===== src/owm_cfg.svh =====
// timing, threshold and field constants for the one-wire motion block
`ifndef OWM_CFG_SVH
`define OWM_CFG_SVH
// ---------------------------------------------------------------
// clock and timebase
// ---------------------------------------------------------------
`define OWM_CLK_NS 10
`define OWM_TICK_NS 500
`define OWM_TICK_CYC (`OWM_TICK_NS / `OWM_CLK_NS)
// ---------------------------------------------------------------
// default phase times in microseconds, debounce in samples
// ---------------------------------------------------------------
`define OWM_BOOT_PULSE_US 1000
`define OWM_WINDOW_US 10000
`define OWM_MOT_PULSE_US 1000
`define OWM_HIB_DELAY_US 1000
`define OWM_DEBOUNCE_SAMPLES 1
// ---------------------------------------------------------------
// selection pulse widths in microseconds
// ---------------------------------------------------------------
`define OWM_SEL1_MIN_US 562.5
`define OWM_SEL1_MAX_US 883
`define OWM_SEL2_MIN_US 1125
`define OWM_SEL2_MAX_US 1570
`define OWM_SEL3_MIN_US 2250
`define OWM_SEL3_MAX_US 2950
// ---------------------------------------------------------------
// upper threshold counts, lower is the negative; field widths in bits
// ---------------------------------------------------------------
`define OWM_THR_DEF 64
`define OWM_THR_ONE 32
`define OWM_THR_TWO 96
`define OWM_THR_THREE 128
`define OWM_SAMPLE_W 12
`define OWM_TIMER_W 24
`define OWM_WIDTH_W 16
`endif


===== src/owm_pkg.sv =====
// shared types of the one-wire motion block
package owm_pkg;
  typedef enum logic [4:0] {
    OWM_ST_BOOT   = 5'b0_0001,
    OWM_ST_BCHK   = 5'b0_0010,
    OWM_ST_HIB    = 5'b0_0100,
    OWM_ST_SELECT = 5'b0_1000,
    OWM_ST_RUN    = 5'b1_0000
  } owm_state_e;

  typedef enum logic [1:0] {
    OWM_SEL_DEF   = 2'h0,
    OWM_SEL_ONE   = 2'h1,
    OWM_SEL_TWO   = 2'h2,
    OWM_SEL_THREE = 2'h3
  } owm_sel_e;

  typedef struct packed {
    logic armed;
    logic low;
    logic [15:0] width;
    logic done;
    owm_sel_e sel;
  } owm_meas_s;
endpackage


===== src/owm_motion_top.sv =====
// one-wire motion detection and boot/hibernate sequencer
// Notes on behaviour
// RQ1: deep-sleep request enters hibernate; chip-select ignored (code: ignored only with strap high; strap low, a chip-select rise boots)
// RQ2: boot enables line input and indicator output
// RQ3: boot drives indicator low for boot time
// RQ4: line and indicator share one wired-AND pull-up
// RQ5: line low at boot end: hibernate, await rise
// RQ6: line rising wakes device into new boot
// RQ7: host may send one selection low pulse
// RQ8: no pulse in window gives default threshold
// RQ9: both pulse edges must lie inside window
// RQ10: out-of-range width falls back to default
// RQ11: width ranges per selection one, two, three
// RQ12: upper thresholds 32, 96, 128 counts
// RQ13: lower threshold is negated upper threshold
// RQ14: compare raw counts, mg only informative
// RQ15: compare every sample while detection runs; samples during a motion pulse are skipped
// RQ16: threshold and debounce met: motion low pulse
// RQ17: host register traffic leaves protocol undisturbed
// RQ18: host holds line low to force hibernate
// RQ19: hibernate only after line low entry delay
// RQ20: active set automatically after boot, line high
// RQ21: active clears on hibernate entry or host clear
// RQ22: window and width timed by oscillator ticks
// RQ23: line released except during our low pulses
`timescale 1ns/1ps
`include "owm_cfg.svh"
module owm_motion_top import owm_pkg::*; #(
  parameter int BOOT_PULSE_US = `OWM_BOOT_PULSE_US,
  parameter int WINDOW_US = `OWM_WINDOW_US,
  parameter int MOT_PULSE_US = `OWM_MOT_PULSE_US,
  parameter int HIB_DELAY_US = `OWM_HIB_DELAY_US,
  parameter int DEBOUNCE = `OWM_DEBOUNCE_SAMPLES
) (
  // clock and reset
  input wire logic sys_clk,
  input wire logic rst,
  // motion line pin, open drain
  input wire logic motionLineIn,
  output logic motionLineOut,
  output logic motionLineOe_n,
  // strap and wake pins
  input wire logic bootStrapSelect,
  input wire logic csWakeIn,
  // register-side controls
  input wire logic deepSleepReq,
  input wire logic activeSet,
  input wire logic activeClr,
  // sample stream
  input wire logic sampleValid,
  input wire logic signed [11:0] sampleVal,
  // status
  output logic active,
  output logic hibernating,
  output logic lineInEnable,
  output logic bootOutEnable,
  output owm_sel_e thrSelect,
  output logic signed [11:0] upperThr,
  output logic signed [11:0] lowerThr
);
  // ---------------------------------------------------------------
  // timing in ticks
  // ---------------------------------------------------------------
  localparam int TW = `OWM_TIMER_W;
  localparam int BOOT_TK = (BOOT_PULSE_US * 1000) / `OWM_TICK_NS;
  localparam int WIN_TK = (WINDOW_US * 1000) / `OWM_TICK_NS;
  localparam int MOT_TK = (MOT_PULSE_US * 1000) / `OWM_TICK_NS;
  localparam int HIB_TK = (HIB_DELAY_US * 1000) / `OWM_TICK_NS;
  localparam int PRE_W = $clog2(`OWM_TICK_CYC);

  generate
    if (BOOT_TK < 1 || WIN_TK < 1 || MOT_TK < 1 || HIB_TK < 1) begin : g_chk_t
      $error("owm_motion_top: phase times must be at least one tick");
    end
    if (BOOT_TK >= 2**TW || WIN_TK >= 2**TW || MOT_TK >= 2**TW || HIB_TK >= 2**TW) begin : g_chk_w
      $error("owm_motion_top: phase time exceeds timer width");
    end
    if (DEBOUNCE < 1 || DEBOUNCE > 255) begin : g_chk_d
      $error("owm_motion_top: DEBOUNCE must be 1 to 255");
    end
    if (WIN_TK < 2 || `OWM_TICK_CYC < 2) begin : g_chk_win
      $error("owm_motion_top: window needs two ticks and a tick two cycles");
    end
  endgenerate

  typedef struct packed {
    owm_state_e state;
    logic [PRE_W-1:0] pre;
    logic [TW-1:0] tmr;
    logic [TW-1:0] hibCnt;
    logic [TW-1:0] motTmr;
    logic [7:0] deb;
    logic strap;
    logic active;
    logic drive;
    logic lineHiPrev;
    logic wakePrev;
    owm_sel_e sel;
  } owm_top_s;

  owm_top_s top_r;
  owm_top_s top_nxt;

  // ---------------------------------------------------------------
  // pin synchronisers
  // ---------------------------------------------------------------
  logic [2:0] pinSync;
  logic lineHi;
  logic strapSync;
  logic wakeSync;

  owm_sync #(
    .WIDTH(3)
  ) u_sync (
    .sys_clk(sys_clk),
    .rst(rst),
    .asyncIn({csWakeIn, bootStrapSelect, motionLineIn}),
    .syncOut(pinSync)
  );

  assign lineHi = pinSync[0];
  assign strapSync = pinSync[1];
  assign wakeSync = pinSync[2];

  // ---------------------------------------------------------------
  // selection pulse measurement
  // ---------------------------------------------------------------
  logic tick;
  logic windowOpen;
  owm_sel_e measSel;

  assign tick = (top_r.pre == PRE_W'(`OWM_TICK_CYC - 1));
  assign windowOpen = (top_r.state == OWM_ST_SELECT) || (top_r.state == OWM_ST_BCHK && top_r.strap); // [RQ9]

  owm_pulse_meas u_meas (
    .sys_clk(sys_clk),
    .rst(rst),
    .tick(tick),
    .windowOpen(windowOpen),
    .lineHi(lineHi),
    .selResult(measSel),
    .selDone()
  );

  // ---------------------------------------------------------------
  // threshold lookup
  // ---------------------------------------------------------------
  function automatic logic signed [11:0] upperOf(input owm_sel_e s);
    logic signed [11:0] v;
    v = 12'(`OWM_THR_DEF); // [RQ8]
    case (s)
      OWM_SEL_ONE: v = 12'(`OWM_THR_ONE); // [RQ12]
      OWM_SEL_TWO: v = 12'(`OWM_THR_TWO);
      OWM_SEL_THREE: v = 12'(`OWM_THR_THREE);
      default: v = 12'(`OWM_THR_DEF);
    endcase
    return v;
  endfunction

  logic signed [11:0] upNow;
  logic signed [11:0] loNow;
  logic exceed;

  assign upNow = upperOf(top_r.sel);
  assign loNow = -upperOf(top_r.sel); // [RQ13]
  assign exceed = (sampleVal > upNow) || (sampleVal < loNow); // [RQ14]

  // ---------------------------------------------------------------
  // sequencer
  // ---------------------------------------------------------------
  always_comb begin
    top_nxt = top_r;
    top_nxt.pre = tick ? '0 : top_r.pre + PRE_W'(1);
    top_nxt.lineHiPrev = lineHi;
    top_nxt.wakePrev = wakeSync;
    case (top_r.state)
      OWM_ST_BOOT: begin
        top_nxt.drive = 1'b1; // [RQ3] [RQ4]
        top_nxt.strap = strapSync;
        top_nxt.active = 1'b0;
        if (tick) begin
          if (top_r.tmr >= TW'(BOOT_TK - 1)) begin
            top_nxt.tmr = '0;
            top_nxt.drive = 1'b0; // [RQ23]
            top_nxt.state = OWM_ST_BCHK;
          end else begin
            top_nxt.tmr = top_r.tmr + TW'(1);
          end
        end
      end
      OWM_ST_BCHK: begin
        if (tick) begin
          top_nxt.tmr = '0;
          top_nxt.sel = OWM_SEL_DEF;
          if (!top_r.strap) begin
            top_nxt.state = OWM_ST_RUN;
          end else if (lineHi) begin
            top_nxt.active = 1'b1; // [RQ20]
            top_nxt.tmr = TW'(1); // [RQ9]
            top_nxt.state = OWM_ST_SELECT;
          end else begin
            top_nxt.state = OWM_ST_HIB; // [RQ5]
          end
        end
      end
      OWM_ST_HIB: begin
        top_nxt.active = 1'b0;
        top_nxt.drive = 1'b0;
        top_nxt.tmr = '0;
        if (top_r.strap) begin
          if (lineHi && !top_r.lineHiPrev) begin
            top_nxt.state = OWM_ST_BOOT; // [RQ5] [RQ6]
          end
        end else if (wakeSync && !top_r.wakePrev) begin
          top_nxt.state = OWM_ST_BOOT;
        end
      end
      OWM_ST_SELECT: begin
        if (tick) begin
          if (top_r.tmr >= TW'(WIN_TK - 1)) begin
            top_nxt.sel = measSel; // [RQ8] [RQ10]
            top_nxt.tmr = '0;
            top_nxt.hibCnt = '0;
            top_nxt.deb = '0;
            top_nxt.state = OWM_ST_RUN;
          end else begin
            top_nxt.tmr = top_r.tmr + TW'(1); // [RQ22]
          end
        end
      end
      OWM_ST_RUN: begin
        if (activeSet) begin
          top_nxt.active = 1'b1;
        end else if (activeClr) begin
          top_nxt.active = 1'b0; // [RQ21]
        end
        if (top_r.drive) begin
          if (tick) begin
            if (top_r.motTmr >= TW'(MOT_TK - 1)) begin
              top_nxt.drive = 1'b0; // [RQ23]
              top_nxt.motTmr = '0;
            end else begin
              top_nxt.motTmr = top_r.motTmr + TW'(1);
            end
          end
        end else if (top_r.active && sampleValid) begin // [RQ15]
          if (!exceed) begin
            top_nxt.deb = '0;
          end else if (top_r.deb >= 8'(DEBOUNCE - 1)) begin
            top_nxt.deb = '0;
            top_nxt.drive = 1'b1; // [RQ16]
            top_nxt.motTmr = '0;
          end else begin
            top_nxt.deb = top_r.deb + 8'h01;
          end
        end
        if (top_r.strap && !top_r.drive && !lineHi) begin // [RQ18]
          if (tick) begin
            top_nxt.hibCnt = top_r.hibCnt + TW'(1);
          end
        end else begin
          top_nxt.hibCnt = '0;
        end
        if (deepSleepReq) begin
          top_nxt.state = OWM_ST_HIB; // [RQ1]
          top_nxt.active = 1'b0;
          top_nxt.drive = 1'b0;
        end else if (top_r.strap && top_r.hibCnt >= TW'(HIB_TK)) begin
          top_nxt.state = OWM_ST_HIB; // [RQ19]
          top_nxt.active = 1'b0; // [RQ21]
          top_nxt.drive = 1'b0;
        end
      end
      default: begin
        top_nxt.state = OWM_ST_BOOT;
        top_nxt.drive = 1'b0;
      end
    endcase
  end

  always_ff @(posedge sys_clk) begin
    if (rst) begin
      top_r <= '0;
      top_r.state <= OWM_ST_BOOT;
    end else begin
      top_r <= top_nxt;
    end
  end

  // ---------------------------------------------------------------
  // outputs
  // ---------------------------------------------------------------
  assign motionLineOut = 1'b0;
  assign motionLineOe_n = ~top_r.drive; // [RQ23]
  assign active = top_r.active;
  assign hibernating = (top_r.state == OWM_ST_HIB);
  assign lineInEnable = 1'b1; // [RQ2] [RQ5]
  assign bootOutEnable = top_r.strap || (top_r.state == OWM_ST_BOOT); // [RQ2]
  assign thrSelect = top_r.sel;
  assign upperThr = upNow;
  assign lowerThr = loNow;
endmodule // owm_motion_top


===== src/owm_pulse_meas.sv =====
// selection pulse width measurement and classification
`timescale 1ns/1ps
`include "owm_cfg.svh"
module owm_pulse_meas import owm_pkg::*; (
  // clock and reset
  input wire logic sys_clk,
  input wire logic rst,
  // timebase and window
  input wire logic tick,
  input wire logic windowOpen,
  // synchronised line level
  input wire logic lineHi,
  // result
  output owm_sel_e selResult,
  output logic selDone
);
  localparam int MIN1 = int'($ceil(`OWM_SEL1_MIN_US * 1000.0 / `OWM_TICK_NS));
  localparam int MAX1 = int'($floor(`OWM_SEL1_MAX_US * 1000.0 / `OWM_TICK_NS));
  localparam int MIN2 = int'($ceil(`OWM_SEL2_MIN_US * 1000.0 / `OWM_TICK_NS));
  localparam int MAX2 = int'($floor(`OWM_SEL2_MAX_US * 1000.0 / `OWM_TICK_NS));
  localparam int MIN3 = int'($ceil(`OWM_SEL3_MIN_US * 1000.0 / `OWM_TICK_NS));
  localparam int MAX3 = int'($floor(`OWM_SEL3_MAX_US * 1000.0 / `OWM_TICK_NS));

  owm_meas_s meas_r;
  owm_meas_s meas_nxt;

  // ---------------------------------------------------------------
  // width to selection
  // ---------------------------------------------------------------
  function automatic owm_sel_e classify(input logic [15:0] w);
    owm_sel_e s;
    s = OWM_SEL_DEF; // [RQ10]
    if (w >= 16'(MIN1) && w <= 16'(MAX1)) begin // [RQ11]
      s = OWM_SEL_ONE;
    end else if (w >= 16'(MIN2) && w <= 16'(MAX2)) begin
      s = OWM_SEL_TWO;
    end else if (w >= 16'(MIN3) && w <= 16'(MAX3)) begin
      s = OWM_SEL_THREE;
    end
    return s;
  endfunction

  // ---------------------------------------------------------------
  // measurement
  // ---------------------------------------------------------------
  always_comb begin
    meas_nxt = meas_r;
    if (!windowOpen) begin
      meas_nxt = '0; // [RQ8]
    end else if (!meas_r.done) begin
      if (!meas_r.armed) begin
        meas_nxt.armed = lineHi; // [RQ9]
      end else if (!meas_r.low && !lineHi) begin
        meas_nxt.low = 1'b1; // [RQ7]
        meas_nxt.width = '0;
      end else if (meas_r.low && !lineHi) begin
        if (tick && meas_r.width != 16'hFFFF) begin // [RQ22]
          meas_nxt.width = meas_r.width + 16'h0001;
        end
      end else if (meas_r.low && lineHi) begin
        meas_nxt.done = 1'b1; // [RQ9]
        meas_nxt.sel = classify(meas_r.width);
      end
    end
  end

  always_ff @(posedge sys_clk) begin
    if (rst) begin
      meas_r <= '0;
    end else begin
      meas_r <= meas_nxt;
    end
  end

  assign selResult = meas_r.sel;
  assign selDone = meas_r.done;
endmodule // owm_pulse_meas


===== src/owm_sync.sv =====
// two-stage synchroniser for pin inputs
`timescale 1ns/1ps
module owm_sync import owm_pkg::*; #(
  parameter int WIDTH = 1
) (
  // clock and reset
  input wire logic sys_clk,
  input wire logic rst,
  // asynchronous in, synchronised out
  input wire logic [WIDTH-1:0] asyncIn,
  output logic [WIDTH-1:0] syncOut
);
  typedef struct packed {
    logic [WIDTH-1:0] stage1;
    logic [WIDTH-1:0] stage2;
  } owm_sync_s;

  owm_sync_s sync_r;
  owm_sync_s sync_nxt;

  generate
    if (WIDTH < 1) begin : g_chk
      $error("owm_sync: WIDTH must be at least 1");
    end
  endgenerate

  always_comb begin
    sync_nxt.stage1 = asyncIn;
    sync_nxt.stage2 = sync_r.stage1;
  end

  always_ff @(posedge sys_clk) begin
    if (rst) begin
      sync_r <= '0;
    end else begin
      sync_r <= sync_nxt;
    end
  end

  assign syncOut = sync_r.stage2;
endmodule // owm_sync


===== config.mk =====
export PLATFORM = sky130hd
export DESIGN_NAME = owm_motion_top
export DESIGN_NICKNAME = d
export VERILOG_FILES = /design/src/owm_pkg.sv /design/src/owm_motion_top.sv /design/src/owm_pulse_meas.sv /design/src/owm_sync.sv
export VERILOG_INCLUDE_DIRS = /design/src /design/src/src
export SDC_FILE = /design/constraint.sdc
export NUM_CORES = 1
export LEC_CHECK = 0
export BUFFER_PORTS_ARGS = -buffer_cell sky130_fd_sc_hd__buf_2
export CAP_MARGIN = 20
export CORE_ASPECT_RATIO = 0.6
export CORE_MARGIN = 5
export CORE_UTILIZATION = 55
export CTS_BUF_LIST = sky130_fd_sc_hd__clkbuf_8
export DETAILED_ROUTE_END_ITERATION = 6
export GPL_TIMING_DRIVEN = 0
export PLACE_DENSITY_LB_ADDON = 0.3
export SLEW_MARGIN = 15
export SYNTH_ARGS = -nofsm -noshare
export SYNTH_HDL_FRONTEND = slang
export SYNTH_HIERARCHICAL = 1
export SYNTH_SLANG_ARGS = --single-unit
export TNS_END_PERCENT = 1

===== constraint.sdc =====
create_clock -name sys_clk -period 9.3 [get_ports sys_clk]
set_clock_uncertainty 0.05 [all_clocks]
set_input_delay 0.465 -clock sys_clk [delete_from_list [all_inputs] [get_ports sys_clk]]
set_output_delay 0.465 -clock sys_clk [all_outputs]
set_load 0.1 [all_outputs]

==> run metrics, run 1 <==
post-CTS setup buffers 0; via count around 6,900; max_cap viols 0; max_slew headroom 0.421; Final GP Congestion 0.942; Worst path slowest cell dfxtp_1; Area Growth Syn to Fin 11.5%; multi-input logic area roughly 4300 um^2; Clock Sinks approximately 120; Worst setup EP type flip-flop; Diodes inserted 0; ys flop type dfxtp_1; Antenna Nets Post-Route 0; Critical Path AT about 4000 ps; most frequent cells in the layout dfxtp_1 (117), nor2_1 (99), nand2_1 (61); CTS tree done; Slew @ Worst Pin around 860 ps; synthesized-area fraction occupied by adder cells 0.0452; post-synthesis simple-gate area fraction 0.309; number of fill cells between 1,000 and 1,500; hold_buf cts 0; synth warn 6; PortBufs 36; root buf cell clkbuf_8; synthesized instance count 892; drt first pass iters 6; worst endpoint required time 9550 ps; FF+latch count, synth 117; Worst Min Path Start csWakeIn; largest family of logic cells by synthesized area simple AND/OR/NAND/NOR gates; Worst Path Max Fanout 10; global-route wire length before repair 30,000 um; clock buffer depth 2; synthesized area 7190 um^2; Final setup violation count 0; commonest non-fill, non-tap cell in the layout dfxtp_1; Ports between 50 and 60; post-DP HPWL 13,500 um; DRT iter0 DRCs ~780; final hold violations 0; layout cells sized above 1 0.157; Final min period approximately 3800 ps; status complete, no violations; Tcrit/Tclk final 0.408; H-tree levels 4; post-CTS resize count 0; Achievable Freq between 200 and 300 MHz; fin nets between 1,000 and 1,500; Total GRT Usage 0.235; Core Footprint 12,800 um^2; initial antenna violation count 0; post-synthesis mux area share 0.00574; Compound-Gate Fraction of Synth Area 0.182; Post-Route Setup TNS 0 ps; FP Rows 32; number of global-route vias before repair ~6,000; Pwr Density roughly 130 nW/um^2; Power Total about 1 mW; die area 15,500 um^2; Clk pin slew, worst setup/hold paths about 70 ps; sequential cell area approximately 2300 um^2; # DRC 0; Post-synth EDFFs 0; Netlist cell types 94; RSZ-0062 raised after global routing no; Lkg Pwr ~2.8 nW; register area share after synthesis 0.326; CP cell instances ha_1 > inv_1 > ha_1 > inv_1 > ha_1 > a21oi_1 > a211oi_1 > or3_1 > a311o_1 > a21oi_2 > clkbuf_1 > nor3b_1; initial core utilization 0.561; worst setup path category reg -> reg; Avg Cell Area, Syn 8.06 um^2; post-DR wirelength/cell ~16 um; grt total ovfl 0; via/cell ratio 6.01; maximum vdd drop ~0.084 mV; CP Launch Point thrSelect[0]$_SDFFE_PP0P_; Hold/Removal Path Class in -> reg; Die Span X between 150 and 200 um; asr flop ratio synth 0; most frequent CP cell ha_1; drt total wl around 18,000 um; largest net degree at the start of global routing 17; Die Y around 100 um; Slew Viols, Final 0; Worst R2R Start thrSelect[0]$_SDFFE_PP0P_; CP max stage delay a little over 500 ps; clock latency on the worst-skew pair 440 ps; TritonCTS Buffers 17; xor/xnor share of the synthesized area 0.0524; critical path launch point type flip-flop
==> registers in the layout (all words and copies together), names as in the netlist <==
signal and count:
active 1, top_r 87, u_sync/sync_nxt 3, u_sync/syncOut 3
u_meas/meas_r 18, u_meas/selResult 2, thrSelect 2, u_meas/selDone 1
==> per-stage QoR <==
step	hold WS (ps)	instances	area, um^2	setup slack (ps)	utilization
detailed placement	373	1112	7640	5570	0.596
CTS	168	1143	8020	5570	0.626
finish	180	1144	8020	5510	0.626
floorplan	364	906	7250	4740	-
global route	157	1144	8020	5270	0.626
global placement	367	1112	7640	5630	0.596
==> worst max-delay path, delay by kind of cell, from the launching register on <==
kind / cells / cell delay (ps)
fa+ha+maj: 3 / 810
buf+inv: 3 / 570
simple gates: 2 / 480
flops: 1 / 510
compound gates: 4 / 1240
==> cell usage after synthesis, drive strengths merged (8+ instances only) <==
cell / count / area share
xnor2: 39 / 0.047
a21oi: 45 / 0.033
ha: 26 / 0.045
a211oi: 16 / 0.018
and3: 19 / 0.017
a311oi: 12 / 0.015
nor3: 38 / 0.027
clkbuf: 28 / 0.015
a31oi: 16 / 0.014
o31ai: 8 / 0.0083
nor2: 102 / 0.054
inv: 40 / 0.021
a2111oi: 11 / 0.019
nand2: 63 / 0.034
nor2b: 9 / 0.0078
or3: 18 / 0.016
nand4: 29 / 0.029
o21ai: 30 / 0.021
buf: 46 / 0.043
nand3: 39 / 0.028
nor4: 28 / 0.029
or4: 9 / 0.010
dfxtp: 117 / 0.33
==> final cells by class <==
class,count,share of cell area
inverters,41,0.0192
clock inverters,12,0.0144
plain buffers,74,0.0520
repair buffers,37,0.0231
flip-flops and latches,117,0.292
multi-input cells,674,0.540
clock buffers,19,0.0326
well taps,170,0.0265
==> cell families (layout without fill, tap and decap cells) <==
| group | Yosys count | after routing |
|---|---|---|
| flops | 117 | 117 |
| simple gates | 403 | 403 |
| xor+xnor | 43 | 43 |
| buf+inv | 115 | 183 |
| mux | 4 | 4 |
| compound gates | 182 | 182 |
| fa+ha+maj | 26 | 26 |
| other cells | 2 | 16 |
==> metal layers <==
layer | vias up | track usage | routed length, um
met4 | 0 | 0.0562 | 207
met3 | 29 | 0.0689 | 2020
met2 | 338 | 0.298 | 6920
met1 | 3129 | 0.379 | 9190
met5 | - | 0 | 0
li1 | 3376 | - | -
==> final timing paths <==
kind	end	slack [ps]	cells past startpoint
hold / removal	u_sync/sync_nxt[2]$_SDFF_PP0_	180	2
setup / recovery	top_r[29]$_SDFFE_PP0P_	5510	12
hold reg to reg	u_sync/syncOut[2]$_SDFF_PP0_	390	1
setup reg to reg	top_r[29]$_SDFFE_PP0P_	5510	12
==> power breakdown <==
| group | internal, mW | total, mW | leakage [nW] | switching, mW |
|---|---|---|---|---|
| logic | 0.0155 | 0.0639 | 1.66 | 0.0485 |
| clock network | 0.246 | 0.455 | 0.201 | 0.209 |
| registers | 0.504 | 0.506 | 0.944 | 0.00201 |
Power figures use the tool's default switching activity.
==> run 2, diff against run 1 <==
Clock period 9.3 ns to 3.88 ns, I/O delays scaled along.
==> run 2 against run 1 <==
  * First-iteration DRC count up 11%
  * Utilization increased by 1.5 points
  * Design area is 2.4% higher
  * Sequential share of layout area is 0.69 points lower
  * Critical path type unchanged
  * Combinational power up 150%
  * Global-route usage grew 0.32 points
  * Sequential power rose by 140%
  * Fmax up 5.0%
==> run metrics, run 2 (synthesis gave the netlist of run 1 again) <==
Die Y 98.6 um (unchanged); max_cap viols 0 (unchanged); Antenna Nets Post-Route 0 (unchanged); Finished Core Util 0.641 (+0.0152); PortBufs 36 (unchanged); Slew Viols, Final 0 (unchanged); number of global-route vias before repair 6,043 (+1.2%); Logic pwr share 0.059 (-0.003); CP bufs+invs 2 (-1); Seq pwr share 0.448 (-0.046); Diodes inserted 0 (unchanged); layout cells sized above 1 0.166 (+0.00907); most frequent cells in the layout dfxtp_1 (117), nor2_1 (99), nand2_1 (61); Ports 53 (unchanged); largest registers top_r (87), u_meas/meas_r (18); post-CTS setup buffers 0 (unchanged); TritonCTS Buffers 17 (unchanged); Clk pin slew, worst setup/hold paths 80 ps (about the same); Max Used Layer met4; Metal-1 WL 9180 um (-0.12%); RSZ-0062 raised after global routing no; Final setup violation count 0 (unchanged); Slew @ Worst Pin 846 ps (-14.2 ps); Final min period 3610 ps (-179 ps); final hold violations 0 (unchanged); Final GP Congestion 0.969 (+2.8%); switching power total 0.665 mW (+160%); Worst Path Max Fanout 10 (unchanged); status complete, no violations; initial core utilization 0.561 (unchanged); register-to-register path setup slack 270 ps (-5240 ps); initial antenna violation count 0 (unchanged); Post-Route Setup TNS 0 ps (unchanged); fin nets 1,015 (+0.59%); post-DP HPWL 13,600 um (+0.49%); Pwr Density 329 nW/um^2 (+160%); post-DR wirelength/cell 16.1 um (+0.16%); Worst setup EP type flip-flop; delay-heaviest family, CP compound AO/OA/AOI/OAI gates; max_slew headroom 0.435 (+0.0137); DR WL met3 2200 um (+9.3%); grt total ovfl 0 (unchanged); Clock Sinks 117 (unchanged); max reg flops 87 (unchanged); final instance area 8220 um^2 (+2.4%); global-route wire length before repair 30,700 um (+2.6%); die area 15,500 um^2 (unchanged); worst endpoint required time 4120 ps (-5430 ps); Achievable Freq 277 MHz (+5.0%); Hold/Removal Path Class in -> reg; largest net degree at the start of global routing 17 (unchanged); Core Footprint 12,800 um^2 (unchanged); CP cell instances inv_1 > ha_1 > ha_1 > o211ai_1 > a211oi_1 > or3_1 > a311o_1 > a21oi_2 > clkbuf_2 > a211oi_1; Lkg Pwr 2.88 nW (+2.5%); Area Growth Syn to Fin 14.2%; WHS 97.9 ps (-81.8 ps); commonest non-fill, non-tap cell in the layout dfxtp_1; H-tree levels 4 (unchanged); CTS tree done; drt first pass iters 7 (+1); root buf cell clkbuf_8; Die Span X 158 um (unchanged); drt total wl 18,500 um (+0.77%); maximum vdd drop 0.235 mV (+180%); CP max stage delay 530 ps (+20 ps); Switching Fraction 0.246 (-0.00767); Critical Path AT 3860 ps (-180 ps); via count 6,952 (+1.2%); Total GRT Usage 0.239 (+0.00315); Tcrit/Tclk final 0.931 (+0.523); via/cell ratio 6.04 (+0.55%); critical path launch point type flip-flop; clock buffer depth 2 (unchanged); DRT iter0 DRCs 864 (+11%); internal power contribution 2.04 mW (+170%); DP Area 7660 um^2 (+0.26%); largest register by flop count top_r; worst setup path category reg -> reg; FP Rows 32 (unchanged); clock latency on the worst-skew pair 440 ps (about the same); Clk pwr share 0.493 (+0.049); # DRC 0 (unchanged); met2 wire length 6880 um (-0.58%); Worst path slowest cell dfxtp_1
[run 2: cell count changes in the layout (fill, tap and decap cells not counted), moves of 2 or more]
cell           before  now
dlygate4sd3_1       0    7
ha_1               26   24
bufinv_16           2    5
clkbuf_1           27   25
inv_1              43   40
clkinv_4            1    5
inv_6               0    2
clkinv_2            4    1
[run 2: final timing paths]
kind                                  from  depth (start not counted)                      endpoint
max              thrSelect[0]$_SDFFE_PP0P_                         10        top_r[30]$_SDFFE_PP0P_
min reg2reg  u_sync/sync_nxt[1]$_SDFF_PP0_                          1  u_sync/syncOut[1]$_SDFF_PP0_
max reg2reg      thrSelect[0]$_SDFFE_PP0P_                         10        top_r[30]$_SDFFE_PP0P_
min                              activeClr                          4           active$_SDFFE_PP0P_
[run 2: repair_timing]
item                                   in CTS  in global routing
hold buffers                                7                  0
setup endpoints to repair                   0                 19
gates resized for setup                     0                  6
endpoints found under the hold margin       6                  0
[run 2: worst reg2reg max path, delay by kind of cell (launching register included)]
family          cells  cell delay [ps]
simple gates        1              400
flops               1              530
compound gates      5             1280
fa+ha+maj           2              730
buf+inv             2              490
[run 2: power groups by stage]
| stage | Clock, mW | Sequential (mW) | Combinational [mW] |
|---|---|---|---|
| floorplan | 0 | 1.24 | 0.123 |
| global placement | 0 | 1.24 | 0.150 |
| detailed placement | 0 | 1.24 | 0.151 |
| CTS | 1.35 | 1.21 | 0.157 |
| global route | 1.40 | 1.21 | 0.169 |
| finish | 1.33 | 1.21 | 0.158 |
[run 2: cell type report]
cell class                      instances  area [um^2]
Buffer                                 74          419
Clock buffer                           18          248
Clock inverter                         14          224
Fill cell                            1087         4600
Inverter                               41          154
Multi-Input combinational cell        674         4370
Sequential cell                       117         2340
Tap cell                              170          213
Timing Repair Buffer                   43          250
[run 2: routing by layer]
metal	vias up	GRT usage
met5	-	0
met4	0	0.0654
met3	32	0.0654
met2	394	0.301
met1	3139	0.385
li1	3387	-
[run 2: stage by stage]
step                      setup WS (ps)  total power [mW]  cells
after floorplan                    62.6              1.36    906
after global placement              173              1.39   1112
after detailed placement            170              1.39   1112
after CTS                           143              2.71   1151
after global routing               13.7              2.79   1151
final                               269              2.70   1151
==> run 3, diff against run 2 <==
Settings changed: CELL_PAD_IN_SITES_DETAIL_PLACEMENT set to 0, CELL_PAD_IN_SITES_GLOBAL_PLACEMENT set to 1, CORE_UTILIZATION 55 to 47, MAX_ROUTING_LAYER set to met4, SKIP_CTS_REPAIR_TIMING set to 1.
==> run 3 against run 2 <==
  * Combinational power about the same
  * Register-to-register slack worse by 30 ps
  * Die area rose by 16%
  * Setup slack worse by 25 ps
  * Via count decreased by 1.7%
  * Total power fell by 6.9%
  * Non-clock buffer count fell by 1
  * Routed wire length is 3.5% higher
  * Clock power decreased by 14%
  * Final cell count increased by 2.8%
  * Critical path depth is the same
  * Flip-flop and latch count unchanged
  * Critical path type unchanged
==> run metrics, run 3 (synthesis gave the netlist of run 1 again) <==
clock latency on the worst-skew pair 440 ps (about the same); r2r worst-path depth 10 (unchanged); Slew @ Worst Pin 831 ps (-15.3 ps); Ports 53 (unchanged); TritonCTS Buffers 17 (unchanged); internal power contribution 1.84 mW (-9.6%); Final min period 3640 ps (+25.3 ps); Pwr Density 308 nW/um^2 (-6.5%); Core Footprint 15,200 um^2 (+19%); root buf cell clkbuf_8; largest net degree at the start of global routing 17 (unchanged); hold endpoint active$_SDFFE_PP0P_; status complete, no violations; Achievable Freq 275 MHz (-0.69%); initial antenna violation count 0 (unchanged); worst setup path category reg -> reg; Die Y 106 um (+7.3%); Tcrit/Tclk final 0.937 (+0.00651); Worst R2R Start thrSelect[0]$_SDFFE_PP0P_; max_slew headroom 0.445 (+0.0102); FP Rows 35 (+9.4%); maximum vdd drop 0.185 mV (-21%); Area Growth Syn to Fin 13.7%; via/cell ratio 5.78 (-4.3%); placed cells 1,145 (+3.0%); Switching Fraction 0.267 (+0.0215); clock buffer depth 2 (unchanged); PortBufs 36 (unchanged); RSZ-0062 raised after global routing no; fin cells 1,183 (+2.8%); Worst Hold Path Cells 4 (unchanged); Worst Path Max Fanout 10 (unchanged); final hold violations 0 (unchanged); Die Span X 170 um (+7.7%); layout cells sized above 1 0.167 (+0.00119); largest register by flop count top_r; Hold/Removal Path Class in -> reg; Total GRT Usage 0.217 (-0.0216); commonest non-fill, non-tap cell in the layout dfxtp_1; die area 18,000 um^2 (+16%); max_cap viols 0 (unchanged); Critical Path AT 3900 ps (+40 ps); CTS tree done; Final setup violation count 0 (unchanged); drt first pass iters 6 (-1); grt total ovfl 0 (unchanged); # DRC 0 (unchanged); Clock Sinks 117 (unchanged); via count 6,837 (-1.7%); WHS 137 ps (+38.9 ps); Worst setup EP type flip-flop; critical path launch point type flip-flop; initial core utilization 0.473 (-0.0881); reg-to-reg endpoint top_r[23]$_SDFFE_PP0P_; Final GP Congestion 0.913 (-5.7%); register-to-register path setup slack 240 ps (-30 ps); Post-Route Setup TNS 0 ps (unchanged); H-tree levels 4 (unchanged); DRT iter0 DRCs 554 (-36%); Antenna Nets Post-Route 0 (unchanged); largest registers top_r (87), u_meas/meas_r (18); post-DR wirelength/cell 16.2 um (+0.65%); dpl ws 59.4 ps (-110 ps); Worst Min Path Start activeClr; PnR worst setup slack 243 ps (-25.3 ps); most frequent cells in the layout dfxtp_1 (117), nor2_1 (98), nand2_1 (61); Clk pwr share 0.455 (-0.038); Lkg Pwr 2.85 nW (-1.0%); Power Total 2.52 mW (-6.9%); post-DP HPWL 14,200 um (+4.1%); Slew Viols, Final 0 (unchanged); worst endpoint required time 4150 ps (+30 ps); Diodes inserted 0 (unchanged); global-route wire length before repair 31,100 um (+1.2%); number of fill cells 1,483 (+36%); Logic pwr share 0.063 (+0.004); switching power total 0.673 mW (+1.2%); Clk pin slew, worst setup/hold paths 70 ps (about the same); number of global-route vias before repair 5,987 (-0.93%); max reg flops 87 (unchanged); fin nets 1,014 (-0.099%); drt total wl 19,100 um (+3.5%); Seq pwr share 0.482 (+0.034)
run 3: cell type report:
type / count / area (um^2) / area share
buffer: 74 / 420 / 0.0514
clock buffer: 18 / 248 / 0.0303
clock inverter: 14 / 150 / 0.0184
inverter: 41 / 154 / 0.0188
multi-input combinational: 674 / 4370 / 0.534
sequential: 117 / 2340 / 0.286
tap: 203 / 254 / 0.0311
timing repair buffer: 42 / 240 / 0.0294
run 3: how the worst max path moves through the flow:
stage | startpoint | end | slack [ps] | cells after the start
after floorplan | thrSelect[0]$_SDFFE_PP0P_ | top_r[29]$_SDFFE_PP0P_ | 60 | 12
after global placement | thrSelect[0]$_SDFFE_PP0P_ | top_r[31]$_SDFFE_PP0P_ | 100 | 10
after detailed placement | thrSelect[0]$_SDFFE_PP0P_ | top_r[22]$_SDFFE_PP0P_ | 60 | 10
after CTS | thrSelect[0]$_SDFFE_PP0P_ | top_r[23]$_SDFFE_PP0P_ | 50 | 11
after global routing | thrSelect[0]$_SDFFE_PP0P_ | top_r[23]$_SDFFE_PP0P_ | 20 | 10
final | thrSelect[0]$_SDFFE_PP0P_ | top_r[23]$_SDFFE_PP0P_ | 240 | 10
run 3: through the flow:
stage	util	cell area [um^2]
floorplan	-	7260
global placement	0.506	7690
detailed placement	0.507	7700
CTS	0.533	8100
global route	0.538	8180
finish	0.538	8180
run 3: worst max-delay path, stage by stage, from the launching register on:
cell	delay, ps
dfxtp_1	600
inv_1	160
ha_1	410
ha_1	320
o211ai_1	170
a211oi_1	130
or2_2	330
nor2_2	340
clkbuf_1	470
o21ai_0	180
a311oi_1	350
run 3: metal layers:
layer,track usage,vias up,share of wire
met2,0.273,261,0.37
met4,0.0465,0,0.0092
met3,0.0495,22,0.087
met1,0.342,3174,0.53
met5,-,-,0
li1,-,3380,-
run 3: power groups by stage:
| stage | Clock (mW) | Combinational [mW] | Sequential [mW] |
|---|---|---|---|
| 5_1_grt | 1.23 | 0.169 | 1.21 |
| 2_1_floorplan | 0 | 0.123 | 1.24 |
| 3_5_place_dp | 0 | 0.153 | 1.24 |
| 4_1_cts | 1.17 | 0.153 | 1.21 |
| 6_report | 1.14 | 0.160 | 1.21 |
| 3_3_place_gp | 0 | 0.153 | 1.24 |
